### config.mk
export PLATFORM = sky130hd
export DESIGN_NAME = drive_io_sampling_capture
export DESIGN_NICKNAME = d
export VERILOG_FILES = /design/src/logic/drive_io_pkg.sv /design/src/logic/capture_if.sv /design/src/logic/drive_io_sampling_capture.sv /design/src/logic/fast_capture.sv
export SDC_FILE = /design/constraint.sdc
export NUM_CORES = 1
export LEC_CHECK = 0
export ABC_AREA = 1
export BUFFER_PORTS_ARGS = -buffer_cell sky130_fd_sc_hd__buf_4
export CORE_MARGIN = 3
export CORE_UTILIZATION = 50
export CTS_CLUSTER_DIAMETER = 50
export DETAILED_ROUTE_END_ITERATION = 12
export PLACE_DENSITY = 0.76
export SETUP_SLACK_MARGIN = 0.3
export SLEW_MARGIN = 20
export SYNTH_ARGS = -nofsm -noshare
export SYNTH_HDL_FRONTEND = slang
export SYNTH_HIERARCHICAL = 1
export SYNTH_SLANG_ARGS = --single-unit
### constraint.sdc
create_clock -name core_clk -period 1.6 [get_ports core_clk]
set_input_delay 0.32 -clock core_clk [delete_from_list [all_inputs] [get_ports core_clk]]
set_output_delay 0.32 -clock core_clk [all_outputs]
set_load 0.01 [all_outputs]
### src/logic/drive_io_pkg.sv
package drive_io_pkg;
    localparam int unsigned CLK_HZ = 100_000_000;
    localparam int unsigned AIN_SW_US = 500;
    localparam int unsigned AIN_HS_US = 125;
    localparam int unsigned DIN_SAMPLE_MS = 2;
    localparam int unsigned CAP_LATENCY_US = 1;
    localparam int unsigned TRIG_MIN_US = 30;
    localparam int unsigned AIN_SW_CYC = AIN_SW_US * (CLK_HZ / 1_000_000);
    localparam int unsigned AIN_HS_CYC = AIN_HS_US * (CLK_HZ / 1_000_000);
    localparam int unsigned DIN_SAMPLE_CYC = DIN_SAMPLE_MS * (CLK_HZ / 1_000);
    localparam int unsigned CAP_LATENCY_CYC = CAP_LATENCY_US * (CLK_HZ / 1_000_000);
    localparam int unsigned TRIG_MIN_CYC = TRIG_MIN_US * (CLK_HZ / 1_000_000);
    localparam int unsigned AIN_W = 15;
    // Byte offsets on the bus, one word apart
    localparam logic [7:0] ADDR_CTRL = 8'h00;
    localparam logic [7:0] ADDR_STATUS = 8'h04;
    localparam logic [7:0] ADDR_INPUTS = 8'h08;
    localparam logic [7:0] ADDR_POLARITY = 8'h0C;
    localparam logic [7:0] ADDR_AIN = 8'h10;
    localparam logic [7:0] ADDR_CAP_AXIS = 8'h14;
    localparam logic [7:0] ADDR_CAP_AUX = 8'h18;
    localparam logic [7:0] ADDR_CAP_CLR = 8'h1C;
    // Control field positions
    localparam int unsigned CTRL_CONTACT = 0;
    localparam int unsigned CTRL_FAULT_ASSIGN = 1;
    localparam int unsigned CTRL_ENABLE_ASSIGN = 2;
    localparam int unsigned CTRL_FOLLOW = 3;
    localparam int unsigned CTRL_CAP_A = 4;
    localparam int unsigned CTRL_CAP_B = 5;
    localparam int unsigned CTRL_CAP_B_AUX = 6;
    localparam int unsigned CTRL_AIN_HS = 7;
    localparam logic [7:0] CTRL_RESET = 8'h02;
    localparam logic [7:0] POLARITY_RESET = 8'hFF;
endpackage

### src/logic/capture_if.sv
`timescale 1ns/10ps
interface capture_if;
    logic raw_in;
    logic arm;
    logic clear;
    logic hit;
    logic held;
    modport ctl(output raw_in, output arm, output clear, input hit, input held);
    modport cap(input raw_in, input arm, input clear, output hit, output held);
endinterface

### src/logic/drive_io_sampling_capture.sv
`timescale 1ns/10ps
// Operation
// RL1: Sample analog input 500us, or 125us fast.
// RL2: Analog value is sign plus 14 bits.
// RL3: Fault assignment opens contact on error.
// RL4: Contact closed when energized; writes immediate.
// RL5: Enable assignment drives contact from enable.
// RL6: Eight inputs plus enable, sampled 2ms.
// RL7: Each sampled input readable individually.
// RL8: Per-input polarity applied to sampled level.
// RL9: Follow mode: input a is pulse.
// RL10: Direction high forward, low reverse.
// RL11: Follow mode ignores connector pulse inputs.
// RL12: Capture axis position on fast trigger.
// RL13: Aux position capture only on input b.
// RL14: Captured value ready within one microsecond.
// RL15: Short trigger pulses latched reliably.
// RL16: Latch holds value until software clears; a hit on input b in axis mode overwrites the held axis value.
// RL17: Axis fast input may start moves.
// RL18: Synchronize fast input, detect edge, latch.
module drive_io_sampling_capture #(
    parameter int unsigned AIN_SW_CYCLES = drive_io_pkg::AIN_SW_CYC,
    parameter int unsigned AIN_HS_CYCLES = drive_io_pkg::AIN_HS_CYC,
    parameter int unsigned DIN_CYCLES = drive_io_pkg::DIN_SAMPLE_CYC,
    parameter int unsigned NUM_DIN = 8,
    parameter int unsigned POS_W = 32
) (
    input wire logic core_clk,
    input wire logic resetn,
    input wire logic [7:0] wb_adr_i,
    input wire logic [31:0] wb_dat_i,
    output logic [31:0] wb_dat_o,
    input wire logic wb_we_i,
    input wire logic [3:0] wb_sel_i,
    input wire logic wb_cyc_i,
    input wire logic wb_stb_i,
    output logic wb_ack_o,
    input wire logic [14:0] command_analog_input,
    input wire logic [NUM_DIN-1:0] general_digital_inputs,
    input wire logic drive_enable_input,
    input wire logic global_error,
    input wire logic axis_enable_state,
    input wire logic [POS_W-1:0] axis_position,
    input wire logic [POS_W-1:0] aux_position,
    input wire logic conn_pulse,
    input wire logic conn_direction,
    output logic contact_energize,
    output logic [14:0] ain_fast_value,
    output logic follow_step,
    output logic follow_forward,
    output logic move_start,
    output logic enable_input_state
);
    typedef struct packed {
        logic [31:0] ack_data;
        logic ack;
        logic [7:0] ctrl;
        logic [NUM_DIN-1:0] polarity;
        logic [NUM_DIN-1:0] din;
        logic en_in;
        logic [14:0] ain_sw;
        logic [14:0] ain_hs;
        logic [31:0] ain_sw_cnt;
        logic [31:0] ain_hs_cnt;
        logic [31:0] din_cnt;
        logic [POS_W-1:0] cap_axis;
        logic [POS_W-1:0] cap_aux;
        logic contact;
        logic pulse_prev;
        logic step;
        logic fwd;
        logic start;
    } top_s;
    top_s st_q;
    top_s st_d;
    logic [NUM_DIN-1:0] din_active;
    logic wr;
    logic rd;
    logic pulse_src;
    logic dir_src;
    capture_if cap_a ();
    capture_if cap_b ();
    fast_capture u_cap_a (
        .core_clk(core_clk),
        .resetn(resetn),
        .cp(cap_a.cap)
    );
    fast_capture u_cap_b (
        .core_clk(core_clk),
        .resetn(resetn),
        .cp(cap_b.cap)
    );
    // Inputs go to the capture stages raw; their synchronizers sit inside
    assign cap_a.raw_in = general_digital_inputs[4];
    assign cap_b.raw_in = general_digital_inputs[5];
    assign cap_a.arm = st_q.ctrl[drive_io_pkg::CTRL_CAP_A]; // see RL12
    assign cap_b.arm = st_q.ctrl[drive_io_pkg::CTRL_CAP_B];
    assign wr = wb_cyc_i && wb_stb_i && wb_we_i && !st_q.ack && wb_sel_i[0];
    assign rd = wb_cyc_i && wb_stb_i && !st_q.ack;
    assign cap_a.clear = wr && (wb_adr_i == drive_io_pkg::ADDR_CAP_CLR) && wb_dat_i[0];
    assign cap_b.clear = wr && (wb_adr_i == drive_io_pkg::ADDR_CAP_CLR) && wb_dat_i[1];
    genvar gi;
    generate
        for (gi = 0; gi < NUM_DIN; gi++) begin : g_pol
            assign din_active[gi] = st_q.din[gi] ~^ st_q.polarity[gi]; // see RL8
        end
    endgenerate
    // In follow mode the connector pair is not used at all
    assign pulse_src = st_q.ctrl[drive_io_pkg::CTRL_FOLLOW] ?
        general_digital_inputs[4] : conn_pulse; // see RL9 RL11
    assign dir_src = st_q.ctrl[drive_io_pkg::CTRL_FOLLOW] ?
        general_digital_inputs[5] : conn_direction; // see RL11
    always_comb begin
        st_d = st_q;
        st_d.ack = 1'b0;
        st_d.step = 1'b0;
        st_d.start = 1'b0;
        st_d.ain_sw_cnt = st_q.ain_sw_cnt + 32'h1;
        st_d.ain_hs_cnt = st_q.ain_hs_cnt + 32'h1;
        st_d.din_cnt = st_q.din_cnt + 32'h1;
        if (st_q.ain_sw_cnt >= 32'(AIN_SW_CYCLES - 1)) begin
            st_d.ain_sw_cnt = 32'h0;
            st_d.ain_sw = command_analog_input; // see RL1 RL2
        end
        if (st_q.ain_hs_cnt >= 32'(AIN_HS_CYCLES - 1)) begin
            st_d.ain_hs_cnt = 32'h0;
            if (st_q.ctrl[drive_io_pkg::CTRL_AIN_HS]) begin
                st_d.ain_hs = command_analog_input; // see RL1
            end
        end
        if (st_q.din_cnt >= 32'(DIN_CYCLES - 1)) begin
            st_d.din_cnt = 32'h0;
            st_d.din = general_digital_inputs; // see RL6
            st_d.en_in = drive_enable_input; // see RL6
        end
        if (cap_a.hit) begin
            st_d.cap_axis = axis_position; // see RL12 RL14
            st_d.start = 1'b1; // see RL17
        end
        if (cap_b.hit) begin
            if (st_q.ctrl[drive_io_pkg::CTRL_CAP_B_AUX]) begin
                st_d.cap_aux = aux_position; // see RL13
            end else begin
                st_d.cap_axis = axis_position; // see RL12
            end
        end
        st_d.pulse_prev = pulse_src;
        if (pulse_src && !st_q.pulse_prev) begin
            st_d.step = 1'b1; // see RL9
        end
        st_d.fwd = dir_src; // see RL10
        if (wr && wb_adr_i == drive_io_pkg::ADDR_CTRL) begin
            st_d.ctrl = wb_dat_i[7:0];
        end
        if (wr && wb_adr_i == drive_io_pkg::ADDR_POLARITY) begin
            st_d.polarity = wb_dat_i[NUM_DIN-1:0];
        end
        if (st_d.ctrl[drive_io_pkg::CTRL_ENABLE_ASSIGN]) begin
            st_d.contact = axis_enable_state; // see RL5
        end else if (st_d.ctrl[drive_io_pkg::CTRL_FAULT_ASSIGN]) begin
            st_d.contact = !global_error; // see RL3
        end else begin
            st_d.contact = st_d.ctrl[drive_io_pkg::CTRL_CONTACT]; // see RL4
        end
        if (rd) begin
            st_d.ack = 1'b1;
            unique case (wb_adr_i)
                drive_io_pkg::ADDR_CTRL: st_d.ack_data = {24'h0, st_q.ctrl};
                drive_io_pkg::ADDR_STATUS: st_d.ack_data = {29'h0, st_q.en_in,
                    cap_b.held, cap_a.held}; // see RL16
                drive_io_pkg::ADDR_INPUTS: st_d.ack_data = 32'(din_active); // see RL7
                drive_io_pkg::ADDR_POLARITY: st_d.ack_data = 32'(st_q.polarity);
                drive_io_pkg::ADDR_AIN: st_d.ack_data = {{17{st_q.ain_sw[14]}}, st_q.ain_sw};
                drive_io_pkg::ADDR_CAP_AXIS: st_d.ack_data = 32'(st_q.cap_axis);
                drive_io_pkg::ADDR_CAP_AUX: st_d.ack_data = 32'(st_q.cap_aux);
                default: st_d.ack_data = 32'h0;
            endcase
        end
    end
    always_ff @(posedge core_clk) begin
        if (!resetn) begin
            st_q <= '0;
            st_q.ctrl <= drive_io_pkg::CTRL_RESET;
            st_q.polarity <= drive_io_pkg::POLARITY_RESET;
        end else begin
            st_q <= st_d;
        end
    end
    assign wb_ack_o = st_q.ack;
    assign wb_dat_o = st_q.ack_data;
    assign contact_energize = st_q.contact;
    assign ain_fast_value = st_q.ain_hs;
    assign follow_step = st_q.step;
    assign follow_forward = st_q.fwd;
    assign move_start = st_q.start;
    assign enable_input_state = st_q.en_in;
    property p_fault_contact;
        @(posedge core_clk) disable iff (!resetn)
        (st_q.ctrl[drive_io_pkg::CTRL_FAULT_ASSIGN] && !st_q.ctrl[drive_io_pkg::CTRL_ENABLE_ASSIGN]
            && global_error && !wr) |=> !contact_energize;
    endproperty
    a_fault_contact: assert property (p_fault_contact) else $error("contact not opened"); // see RL3
    property p_enable_contact;
        @(posedge core_clk) disable iff (!resetn)
        (st_q.ctrl[drive_io_pkg::CTRL_ENABLE_ASSIGN] && !wr)
            |=> (contact_energize == $past(axis_enable_state));
    endproperty
    a_enable_contact: assert property (p_enable_contact) else $error("enable mismatch"); // see RL5
    property p_manual_contact;
        @(posedge core_clk) disable iff (!resetn)
        (wr && wb_adr_i == drive_io_pkg::ADDR_CTRL && wb_dat_i[2:0] == 3'h0)
            |=> !contact_energize;
    endproperty
    a_manual_contact: assert property (p_manual_contact) else $error("write not immediate"); // see RL4
    property p_capture_value;
        @(posedge core_clk) disable iff (!resetn)
        cap_a.hit |=> (st_q.cap_axis == $past(axis_position)) && move_start;
    endproperty
    a_capture_value: assert property (p_capture_value) else $error("capture lost"); // see RL12 RL17
    property p_capture_hold;
        @(posedge core_clk) disable iff (!resetn)
        (cap_a.held && !cap_a.hit && !cap_b.hit && !cap_a.clear) |=> $stable(st_q.cap_axis);
    endproperty
    a_capture_hold: assert property (p_capture_hold) else $error("held value changed"); // see RL16
    property p_aux_only_b;
        @(posedge core_clk) disable iff (!resetn)
        !cap_b.hit |=> $stable(st_q.cap_aux);
    endproperty
    a_aux_only_b: assert property (p_aux_only_b) else $error("aux changed"); // see RL13
    property p_step_dir;
        @(posedge core_clk) disable iff (!resetn)
        st_q.ctrl[drive_io_pkg::CTRL_FOLLOW] && !wr
            |=> follow_forward == $past(general_digital_inputs[5]);
    endproperty
    a_step_dir: assert property (p_step_dir) else $error("direction wrong"); // see RL10 RL11
    property p_ack_one;
        @(posedge core_clk) disable iff (!resetn)
        wb_ack_o |=> !wb_ack_o;
    endproperty
    a_ack_one: assert property (p_ack_one) else $error("ack held");
endmodule // drive_io_sampling_capture

### src/logic/fast_capture.sv
`timescale 1ns/10ps
module fast_capture (
    input wire logic core_clk,
    input wire logic resetn,
    capture_if.cap cp
);
    typedef struct packed {
        logic s1;
        logic s2;
        logic s3;
        logic held;
        logic hit;
    } cap_s;
    cap_s st_q;
    cap_s st_d;
    always_comb begin
        st_d = st_q;
        st_d.s1 = cp.raw_in; // see RL15
        st_d.s2 = st_q.s1; // see RL18
        st_d.s3 = st_q.s2;
        st_d.hit = 1'b0;
        if (cp.clear) begin
            st_d.held = 1'b0;
        end
        // Held latch blocks further edges; an edge in the clear cycle still latches
        if (cp.arm && st_q.s2 && !st_q.s3 && (!st_q.held || cp.clear)) begin // see RL16
            st_d.hit = 1'b1; // see RL18
            st_d.held = 1'b1;
        end
    end
    always_ff @(posedge core_clk) begin
        if (!resetn) begin
            st_q <= '0;
        end else begin
            st_q <= st_d;
        end
    end
    assign cp.hit = st_q.hit;
    assign cp.held = st_q.held;
    property p_hit_latch;
        @(posedge core_clk) disable iff (!resetn)
        st_q.hit |-> st_q.held;
    endproperty
    a_hit_latch: assert property (p_hit_latch) else $error("hit without latch"); // see RL16
    property p_edge_hit;
        @(posedge core_clk) disable iff (!resetn)
        (cp.arm && st_q.s2 && !st_q.s3 && !st_q.held) |=> st_q.hit;
    endproperty
    a_edge_hit: assert property (p_edge_hit) else $error("edge missed"); // see RL18
endmodule // fast_capture

* Yosys cells after proc, flatten, opt, wreduce, memory -nomap -nowiden
Cells that the tools add are included.
Operators by class: add/sub/neg operators 3, magnitude comparators 3, equal/unequal tests 7, mux-type cells 17, bitwise gates (word level) 9, reduce and logical (&&, ||, !) cells 34
Operator list (count):
- one-hot mux 32 bit (7 select lines) | 1
- adder 32 x 1 -> 32 bit (second input constant) | 3
- two-way mux 32 bit | 3
- two-way mux 64 bit | 1
- equality test 8 x 5 -> 1 bit (second input constant) | 4
- greater-or-equal comparator 32 x 14 -> 1 bit (second input constant) | 1
- greater-or-equal comparator 32 x 16 -> 1 bit (second input constant) | 1
- greater-or-equal comparator 32 x 18 -> 1 bit (second input constant) | 1
- logical AND 1 bit | 17
- equality test 8 x 4 -> 1 bit (second input constant) | 2
- two-way mux 1 bit | 9
- equality test 8 x 3 -> 1 bit (second input constant) | 1
- zero test 8 bit | 1
- bitwise XNOR 1 bit | 8
- zero test 1 bit | 7
- OR reduction 2 bit | 3
- two-way mux 2 bit | 2
- AND reduction 2 bit | 2
- nonzero test 2 bit | 2
- two-way mux 3 bit | 1
- logical OR 1 bit | 2
- inverter 1 bit | 1
Storage, ports and cells: register bits after elaboration 263, input port bits 141, word-level logic and storage cells 102

* Depth between registers and ports, before layout
Gate-level depths: netlist of run 1.
word-level depth 9, gate-level depth with buffers 13

* By module
The synthesis of run 1 kept the hierarchy.
By module, submodules not included:
- drive_io_sampling_capture | instances 1, cells an instance 1419, area each 10387.5 µm², seq. area each 5064.9 µm²
- fast_capture | instances 2, cells an instance 19, area each 165.2 µm², seq. area each 100.1 µm²

* Least setup slack after synthesis of run 1
No wires, ideal clock.
kind register to register, start reg st_q[69] in the netlist's numbering, end reg st_q[78] in the netlist's numbering, setup time 0.062 ns, arrival 1.514 ns, required time 1.538 ns, setup slack 0.024 ns, stages on the path, launching flop included 12, buffers on the path 1, period minus slack after synthesis 1.576 ns, cells stage by stage dfxtp_1 -> ha_1 -> nand2_1 -> nor2_2 -> nand2_1 -> nand2_1 -> nand2_1 -> nand2_1 -> a21boi_4 -> nand2_4 -> buf_6 -> nor2_2
On the way: cells in the longest elaborated chain, start to end 2
Ends and longest elaborated chain:
- from (decl) | RTL line drive_io_sampling_capture.sv:74 | top_s st_q;
- from (signal assigned) | RTL line drive_io_sampling_capture.sv:186 | st_q <= st_d;
- greater-or-equal comparator 32 x 18 -> 1 bit | RTL line drive_io_sampling_capture.sv:131 | if (st_q.din_cnt >= 32'(DIN_CYCLES - 1)) begin
- OR reduction 2 bit (no source line)
Parallel ways exist; a longest one is shown, timed or not. A chain may end at the register's enable or synchronous reset.

* Worst setup path in the final report of run 1
start reg st_q[133] in the netlist's numbering, end reg st_q[183] in the netlist's numbering
On the way: cells in the longest elaborated chain, start to end 1
Ends and longest elaborated chain:
- greater-or-equal comparator 32 x 16 -> 1 bit | RTL line drive_io_sampling_capture.sv:121 | if (st_q.ain_sw_cnt >= 32'(AIN_SW_CYCLES - 1)) begin
No other way between the ends.

==> results.md, run 1 <==
* Status: complete, but fails checks
* Failing checks: setup timing
* Post-Synthesis Cell Area at 10,700 um^2
* R2r worst-path depth at 13
* CORE AREA at 20,600 um^2
* Synth cell types at 36
* Hold Vio Cnt, Final at 0
* # Max-Cap Violations at 0
* Vias per cell at slightly above 5
* Worst Skew at 0.0278 ns
* Routed WL at about 32,000 um
* Critical Path Source: st_q[133]
* Total global-route track usage at 22.7%
* Slew headroom at 65.0%
* Cell family with most CP delay: simple AND/OR/NAND/NOR gates
* Detailed Route Iter0 Violations at 676
* Critical path class: reg -> reg
* # port buffers at 166
* Leading register cell type out of synthesis: dfxtp_1
* Die width at 152 um
* Peak Freq at 0.609 GHz
* Antenna Nets Post-Route at 0
* Site Rows at 52
* Critical Path AT at 2.11 ns
* Commonest cells after routing, fill and taps aside: nor2_1 (256), nand2_1 (251), dfxtp_1 (200), buf_4 (167)
* Period utilisation layout at 103%
* Fin cells at 1,973
* Max clock buf depth at 3
* Clock-pin slew on the worst setup and hold paths at 0.07 ns
* Synthesized flop and latch total at around 260
* GP Congestion at 0.837
* Critical path required time at 2.07 ns
* Vias in the first global route at 9,206
* Cell area power density at 912 nW/um^2
* Cts bufs inserted at 28
* CP max-delay cell: dfxtp_4
* CTS tree: built
* Wirelength per Cell at 16.1 um
* Critical R2R Launch: st_q[133]
* Clk root buf: clkbuf_16
* Crit path capture type: flip-flop
* CP Buf/Inv Count at 2
* Async set-reset flop share out of synthesis at 0%
* Slowest stage delay, CP at 0.35 ns
* Drt first pass iters at 6
* RSZ-0062 raised after global routing: true
* Sink Count at around 260
* Initial Util at 52.0%
* Sequential fraction of the synthesis area at 49.1%
* Fin. max-slew vios at 0
* Crit Path Max Fanout at 7
* Post-route setup TNS at -0.107 ns
* Ports at 194
* Final setup margin at -0.0430 ns
* First-pass GRT wire length at 44,500 um
* Vias at ~10,000
* Area Overhead vs Synth at 41.6%
* Dpl cells at between 1,500 and 2,000
* CP Cell Sequence: ha_4, nand2_4, inv_2, nand2_2, nand2_2, nand2_2, nand2_2, nand2_2, nand3_4, clkbuf_16, nand2_2, nand2_1, nor2_1
* Fin nets at 1,826
* Final instance area at approximately 15,000 um^2
* Flop-to-flop setup slack at -0.04 ns
* Fin crit period at 1.64 ns
* Setup violators final at 5
* Most common library cell in the layout ignoring fill and taps: nor2_1
* Die boundary height at ~150 um
* Synth warn at 6
* Number of synthesized flops with an enable pin at 0
* Remaining DRCs at 0
* Share of layout cells above drive strength 1 at 34.6%
* VDD IR max at roughly 0.95 mV
* Clk_lat worst skew at between 0.5 and 0.6 ns
* H-tree depth at 1
* Hold depth at 3
* Leak at 6.43 nW
* Area of the die at 23,200 um^2
* Levels on crit path at 13
* Grt total ovfl at 0
* DP Area at 12,400 um^2
* Crit start category: flip-flop
* Largest net degree at the start of global routing at between 50 and 60
* Worst Setup EP: st_q[183]
* Worst-margin pin slew at ~0.53 ns
* Pre-CTS WS at -0.0869 ns
* Most frequent CP cell: nand2_2
* DPL Wire Length at 18,700 um
* Synthesized instance count at around 1,500
* Antenna Cells at 0
* Initial antenna violation count at 0
* Syn_area_per_cell at 7.36 um^2
* Worst min path class: in -> reg
* RR Endpoint: st_q[183]
-- flip-flops by register name (all words and copies together) (netlist names) --
name,count
wb_ack_o,1
ain_fast_value,15
cap_b.arm,1
u_cap_b/cp.hit,1
u_cap_a/st_q,1
u_cap_b/st_d,2
wb_dat_o,32
follow_forward,1
st_q,198
u_cap_b/cp.held,1
move_start,1
u_cap_b/st_q,1
contact_energize,1
cap_a.arm,1
follow_step,1
u_cap_a/cp.hit,1
u_cap_a/cp.held,1
u_cap_a/st_d,2
enable_input_state,1
-- layout make-up --
cell class / count / area, um^2
Multi-Input combinational cell: 1035 / 5710
Fill cell: 1428 / 5440
Sequential cell: 263 / 5360
Timing Repair Buffer: 258 / 2480
Clock buffer: 36 / 792
Inverter: 96 / 365
Tap cell: 270 / 338
Clock inverter: 15 / 131
-- synthesized netlist by cell type, types with 2 or more instances --
library cell	instances	share of area [%]
a21oi_1	59	2.8
buf_4	50	3.5
nor2_1	314	11
clkbuf_1	32	1.1
nand3_1	115	5.4
nand2_2	3	0.18
dfxtp_1	263	49
nand4_1	13	0.76
buf_2	20	0.93
nor2_2	16	0.93
xor2_1	24	2.0
ha_1	3	0.35
o211ai_1	5	0.35
xnor2_1	10	0.82
buf_1	8	0.28
clkinv_1	2	0.070
nand2_1	306	11
or2_2	2	0.12
and2_0	3	0.18
nor3_1	13	0.61
nand3b_1	8	0.56
inv_2	3	0.11
o21ai_0	77	3.6
nor2_4	4	0.42
inv_1	91	3.2
a31oi_1	3	0.18
-- through the flow --
stage | hold WS (ns) | power (mW) | util [%]
global route | 0.00765 | 14.3 | 73.6
finish | 0.00122 | 13.8 | 73.6
global placement | 0.387 | 7.45 | 60.3
detailed placement | 0.389 | 7.45 | 60.3
CTS | 0.00450 | 13.8 | 66.7
floorplan | 0.375 | 7.09 | -
-- worst reg2reg max path, cell delays in order, from the launching register on --
cell,delay (ns)
dfxtp_4,0.35
ha_4,0.17
nand2_4,0.05
inv_2,0.04
nand2_2,0.07
nand2_2,0.07
nand2_2,0.06
nand2_2,0.05
nand2_2,0.10
nand3_4,0.15
clkbuf_16,0.23
nand2_2,0.06
nand2_1,0.07
nor2_1,0.12
-- repair_timing --
action,4_1_cts,5_1_grt
hold buffers,3,0
resized for setup,58,338
buffers inserted,12,25
pin swaps,18,61
setup endpoints to repair,199,201
gates cloned,4,5
endpoints found under the hold margin,3,0
-- power breakdown --
group	total, mW	switching, mW	internal [mW]
sequential	6.71	0.0572	6.65
clock	6.43	2.63	3.81
combinational	0.708	0.375	0.333
total	13.8	3.06	10.8
-- routing by layer --
metal	track usage, %	share of wire (%)	wire [um]
met5	0	0	0
met4	6.28	3.4	1080
met3	3.72	7.6	2420
met2	39.0	50	15900
met1	29.8	39	12400
-- how the worst min path moves through the flow --
stage,startpoint,to
global route,general_digital_inputs[7],st_q[203]
CTS,general_digital_inputs[1],st_q[197]
finish,drive_enable_input,enable_input_state
floorplan,st_q[3],follow_step
detailed placement,st_q[3],follow_step
global placement,st_q[3],follow_step
-- cell families after synthesis --
kind of cell,synth area share [%]
buffers and inverters,9.30
other,0.0350
AOI/OAI and AO/OA,7.20
DFF,49.1
xor gates and xnor gates,2.78
adders and majority gates,0.350
and+or+nand+nor,31.2
Power figures use the tool's default switching activity.
==> run 2: changes to the inputs <==
ABC_AREA = not set   (was 1)
==> results.md, run 2 <==
* Post-Synth XOR/XNOR Area at 3.72% (was 2.78%)
* Hold Vio Cnt, Final at 0 (unchanged)
* Cell area power density at 987 nW/um^2 (was 912 nW/um^2)
* Async set-reset flop share out of synthesis at 0% (unchanged)
* Antenna Nets Post-Route at 0 (unchanged)
* Vias per cell at 5.31 (was 5.18)
* Final setup margin at -0.377 ns (was -0.0430 ns)
* Peak Freq at 0.506 GHz (was 0.609 GHz)
* Ports at 194 (unchanged)
* Worst min path class: in -> reg (unchanged)
* DPL Wire Length at 18,200 um (was 18,700 um)
* Period utilisation layout at 124% (was 103%)
* Vias at 8,784 (was 10,200)
* Wirelength per Cell at 17.2 um (was 16.1 um)
* Clk_lat worst skew at 0.54 ns (about the same)
* Total global-route track usage at 23.9% (was 22.7%)
* Sink Count at 263 (unchanged)
* Synth Area in Compound Gates at 11.2% (was 7.20%)
* Yosys top cell by area: dfxtp_1 (unchanged)
* Adder-cell share of the synthesized area at 0.371% (was 0.350%)
* Synthesized instance count at 1,119 (was 1,457)
* Die width at 148 um (was 152 um)
* Largest family of logic cells by synthesized area: simple AND/OR/NAND/NOR gates (unchanged)
* Synth area leaders: dfxtp_1 (52%), nand2_1 (7.9%), mux2i_1 (6.3%), nor2_1 (4.8%), a21oi_1 (3.9%) (was dfxtp_1 (49%), nor2_1 (11%), nand2_1 (11%), nand3_1 (5.4%), o21ai_0 (3.6%))
* Max reg flops at 198 (unchanged)
* Tot Pwr at 14.2 mW (was 13.8 mW)
* Area of the die at 22,000 um^2 (was 23,200 um^2)
* # port buffers at 166 (unchanged)
* Most common library cell in the layout ignoring fill and taps: nand2_1 (was nor2_1)
* Commonest cells after routing, fill and taps aside: nand2_1 (208), dfxtp_1 (202), buf_4 (193), nor2_1 (94), a21oi_1 (73) (was nor2_1 (256), nand2_1 (251), dfxtp_1 (200), buf_4 (167))
* Biggest register: st_q (unchanged)
* Remaining DRCs at 0 (unchanged)
* First-pass GRT wire length at 43,000 um (was 44,500 um)
* Clk root buf: clkbuf_16 (unchanged)
* Max clock buf depth at 3 (unchanged)
* Critical path class: reg -> reg (unchanged)
* Failing checks: setup timing (unchanged)
* Synth warn at 6 (unchanged)
* H-tree depth at 1 (unchanged)
* Initial Util at 51.5% (was 52.0%)
* Fillers at 1,416 (was 1,428)
* # hold bufs at CTS at 0 (was 3)
* Crit path capture type: flip-flop (unchanged)
* Dpl cells at 1,576 (was 1,873)
* Drt first pass iters at 5 (was 6)
* Share of layout cells above drive strength 1 at 36.6% (was 34.6%)
* Worst Skew at 0.00928 ns (was 0.0278 ns)
* Site Rows at 51 (was 52)
* Simple-gate share of the synthesized area at 19.7% (was 31.2%)
* Setup violators final at 131 (was 5)
* Clock-pin slew on the worst setup and hold paths at 0.06 ns (was 0.07 ns)
* Number of synthesized flops with an enable pin at 0 (unchanged)
* Mux contribution to synthesized area at 6.77% (was 0%)
* CTS tree: built (unchanged)
* Largest net degree at the start of global routing at 111 (was 51)
* Synthesized flop and latch total at 263 (unchanged)
* Top cell type's share of synthesized area at 52.0% (was 49.1%)
* Cts bufs inserted at 28 (unchanged)
* Slew headroom at 60.8% (was 65.0%)
* Fin crit period at 1.98 ns (was 1.64 ns)
* Vias in the first global route at 8,587 (was 9,206)
* Synth cell count leaders: dfxtp_1 (263), nand2_1 (212), nor2_1 (130) (was nor2_1 (314), nand2_1 (306), dfxtp_1 (263))
* CORE AREA at 19,700 um^2 (was 20,600 um^2)
* Fin cells at 1,655 (was 1,973)
* Most frequent CP cell: or4_4 (was nand2_2)
* Grt total ovfl at 0 (unchanged)
* GP Congestion at 0.870 (was 0.837)
* Slowest stage delay, CP at 0.51 ns (was 0.35 ns)
* Critical Path AT at 2.40 ns (was 2.11 ns)
* Fin. max-slew vios at 0 (unchanged)
* Die boundary height at 148 um (was 152 um)
* Status: complete, but fails checks (unchanged)
* Leading register cell type out of synthesis: dfxtp_1 (unchanged)
* # Max-Cap Violations at 0 (unchanged)
* Cell family with most CP delay: simple AND/OR/NAND/NOR gates (unchanged)
* Routed WL at 28,400 um (was 31,800 um)
* Area Overhead vs Synth at 42.3% (was 41.6%)
* VDD IR max at 0.838 mV (was 0.950 mV)
* Leak at 5.53 nW (was 6.43 nW)
* Synth cell types at 55 (was 36)
* Post-Synthesis Cell Area at 10,100 um^2 (was 10,700 um^2)
* Sequential fraction of the synthesis area at 52.0% (was 49.1%)
* RSZ-0062 raised after global routing: true (unchanged)
* Fin nets at 1,511 (was 1,826)
* Crit start category: flip-flop (unchanged)
* Detailed Route Iter0 Violations at 484 (was 676)
* Syn_area_per_cell at 9.05 um^2 (was 7.36 um^2)
* Most numerous cell in the Yosys netlist: dfxtp_1 (was nor2_1)
* Crit Path Max Fanout at 5 (was 7)
* Critical path required time at 2.02 ns (was 2.07 ns)
* CP Buf/Inv Count at 1 (was 2)
* Worst-margin pin slew at 0.573 ns (was 0.526 ns)
* Initial antenna violation count at 1 (was 0)
* CP Cell Sequence: nand3b_1, buf_6, or4_4, or4_4, a211oi_2, a211oi_1 (was ha_4, nand2_4, inv_2, nand2_2, nand2_2, nand2_2, nand2_2, nand2_2, nand3_4, clkbuf_16, nand2_2, nand2_1, nor2_1)
* CP max-delay cell: or4_4 (was dfxtp_4)
run 2: worst min-delay path, stage by stage:
cell     delay [ns]
buf_4          0.08
mux2i_1        0.06
nand2_1        0.06
run 2: cell type report:
type | instances | area, um^2 | area share (%)
antenna | 1 | 2.50 | 0.0174
multi-input combinational | 788 | 5060 | 35.1
timing repair buffer | 278 | 2630 | 18.2
tap | 265 | 332 | 2.30
inverter | 8 | 31.3 | 0.217
clock buffer | 40 | 847 | 5.88
clock inverter | 12 | 154 | 1.07
sequential | 263 | 5350 | 37.1
run 2: final timing paths:
path              slack [ns]         from  depth (start not counted)                to
setup reg to reg       -0.38     wb_ack_o                          6  contact_energize
hold reg to reg         0.42      st_q[3]                          1       follow_step
setup / recovery       -0.38     wb_ack_o                          6  contact_energize
hold / removal          0.01  wb_dat_i[5]                          3         st_q[209]
run 2: timing repair:
action	4_1_cts	5_1_grt
pin swaps	24	16
cloned	5	4
endpoints found under the setup margin	192	225
setup buffers	12	5
gates resized for setup	152	115
endpoints found under the hold margin	0	0
run 2: report_power, final:
| part | total [mW] | internal (mW) | switching [mW] |
|---|---|---|---|
| sequential | 6.71 | 6.65 | 0.0602 |
| clock | 6.82 | 4.17 | 2.65 |
| combinational | 0.692 | 0.350 | 0.341 |
| total | 14.2 | 11.2 | 3.05 |
run 2: logic make-up after synthesis:
| family | count (synthesis) |
|---|---|
| multiplexers | 68 |
| flip-flops | 263 |
| buffers and inverters | 116 |
| XOR/XNOR | 43 |
| AO/OA/AOI/OAI | 174 |
| AND/OR/NAND/NOR | 451 |
| other | 1 |
| adder cells (fa/ha/maj) | 3 |
run 2: metal layers:
metal / part of all wire, % / GRT usage (%) / vias to the layer above
met5: 0 / 0 / -
met3: 6.9 / 4.36 / 72
li1: - / - / 4218
met2: 48 / 39.2 / 298
met4: 3.9 / 9.38 / 0
met1: 41 / 31.6 / 4196
run 2: stage by stage:
stage          instance area [um^2]  util, %  setup slack (ns)  hold WS (ns)  setup TNS (ns)
2_1_floorplan                 10500        -            -0.562         0.376          -12.58
3_5_place_dp                  12200     61.9            -0.716         0.433          -37.51
3_3_place_gp                  12200     61.9            -0.677         0.427          -32.53
6_report                      14400     73.3            -0.377        0.0134          -16.54
4_1_cts                       13800     70.4            -0.398       0.00102          -20.74
5_1_grt                       14400     73.3            -0.426        0.0282          -29.71
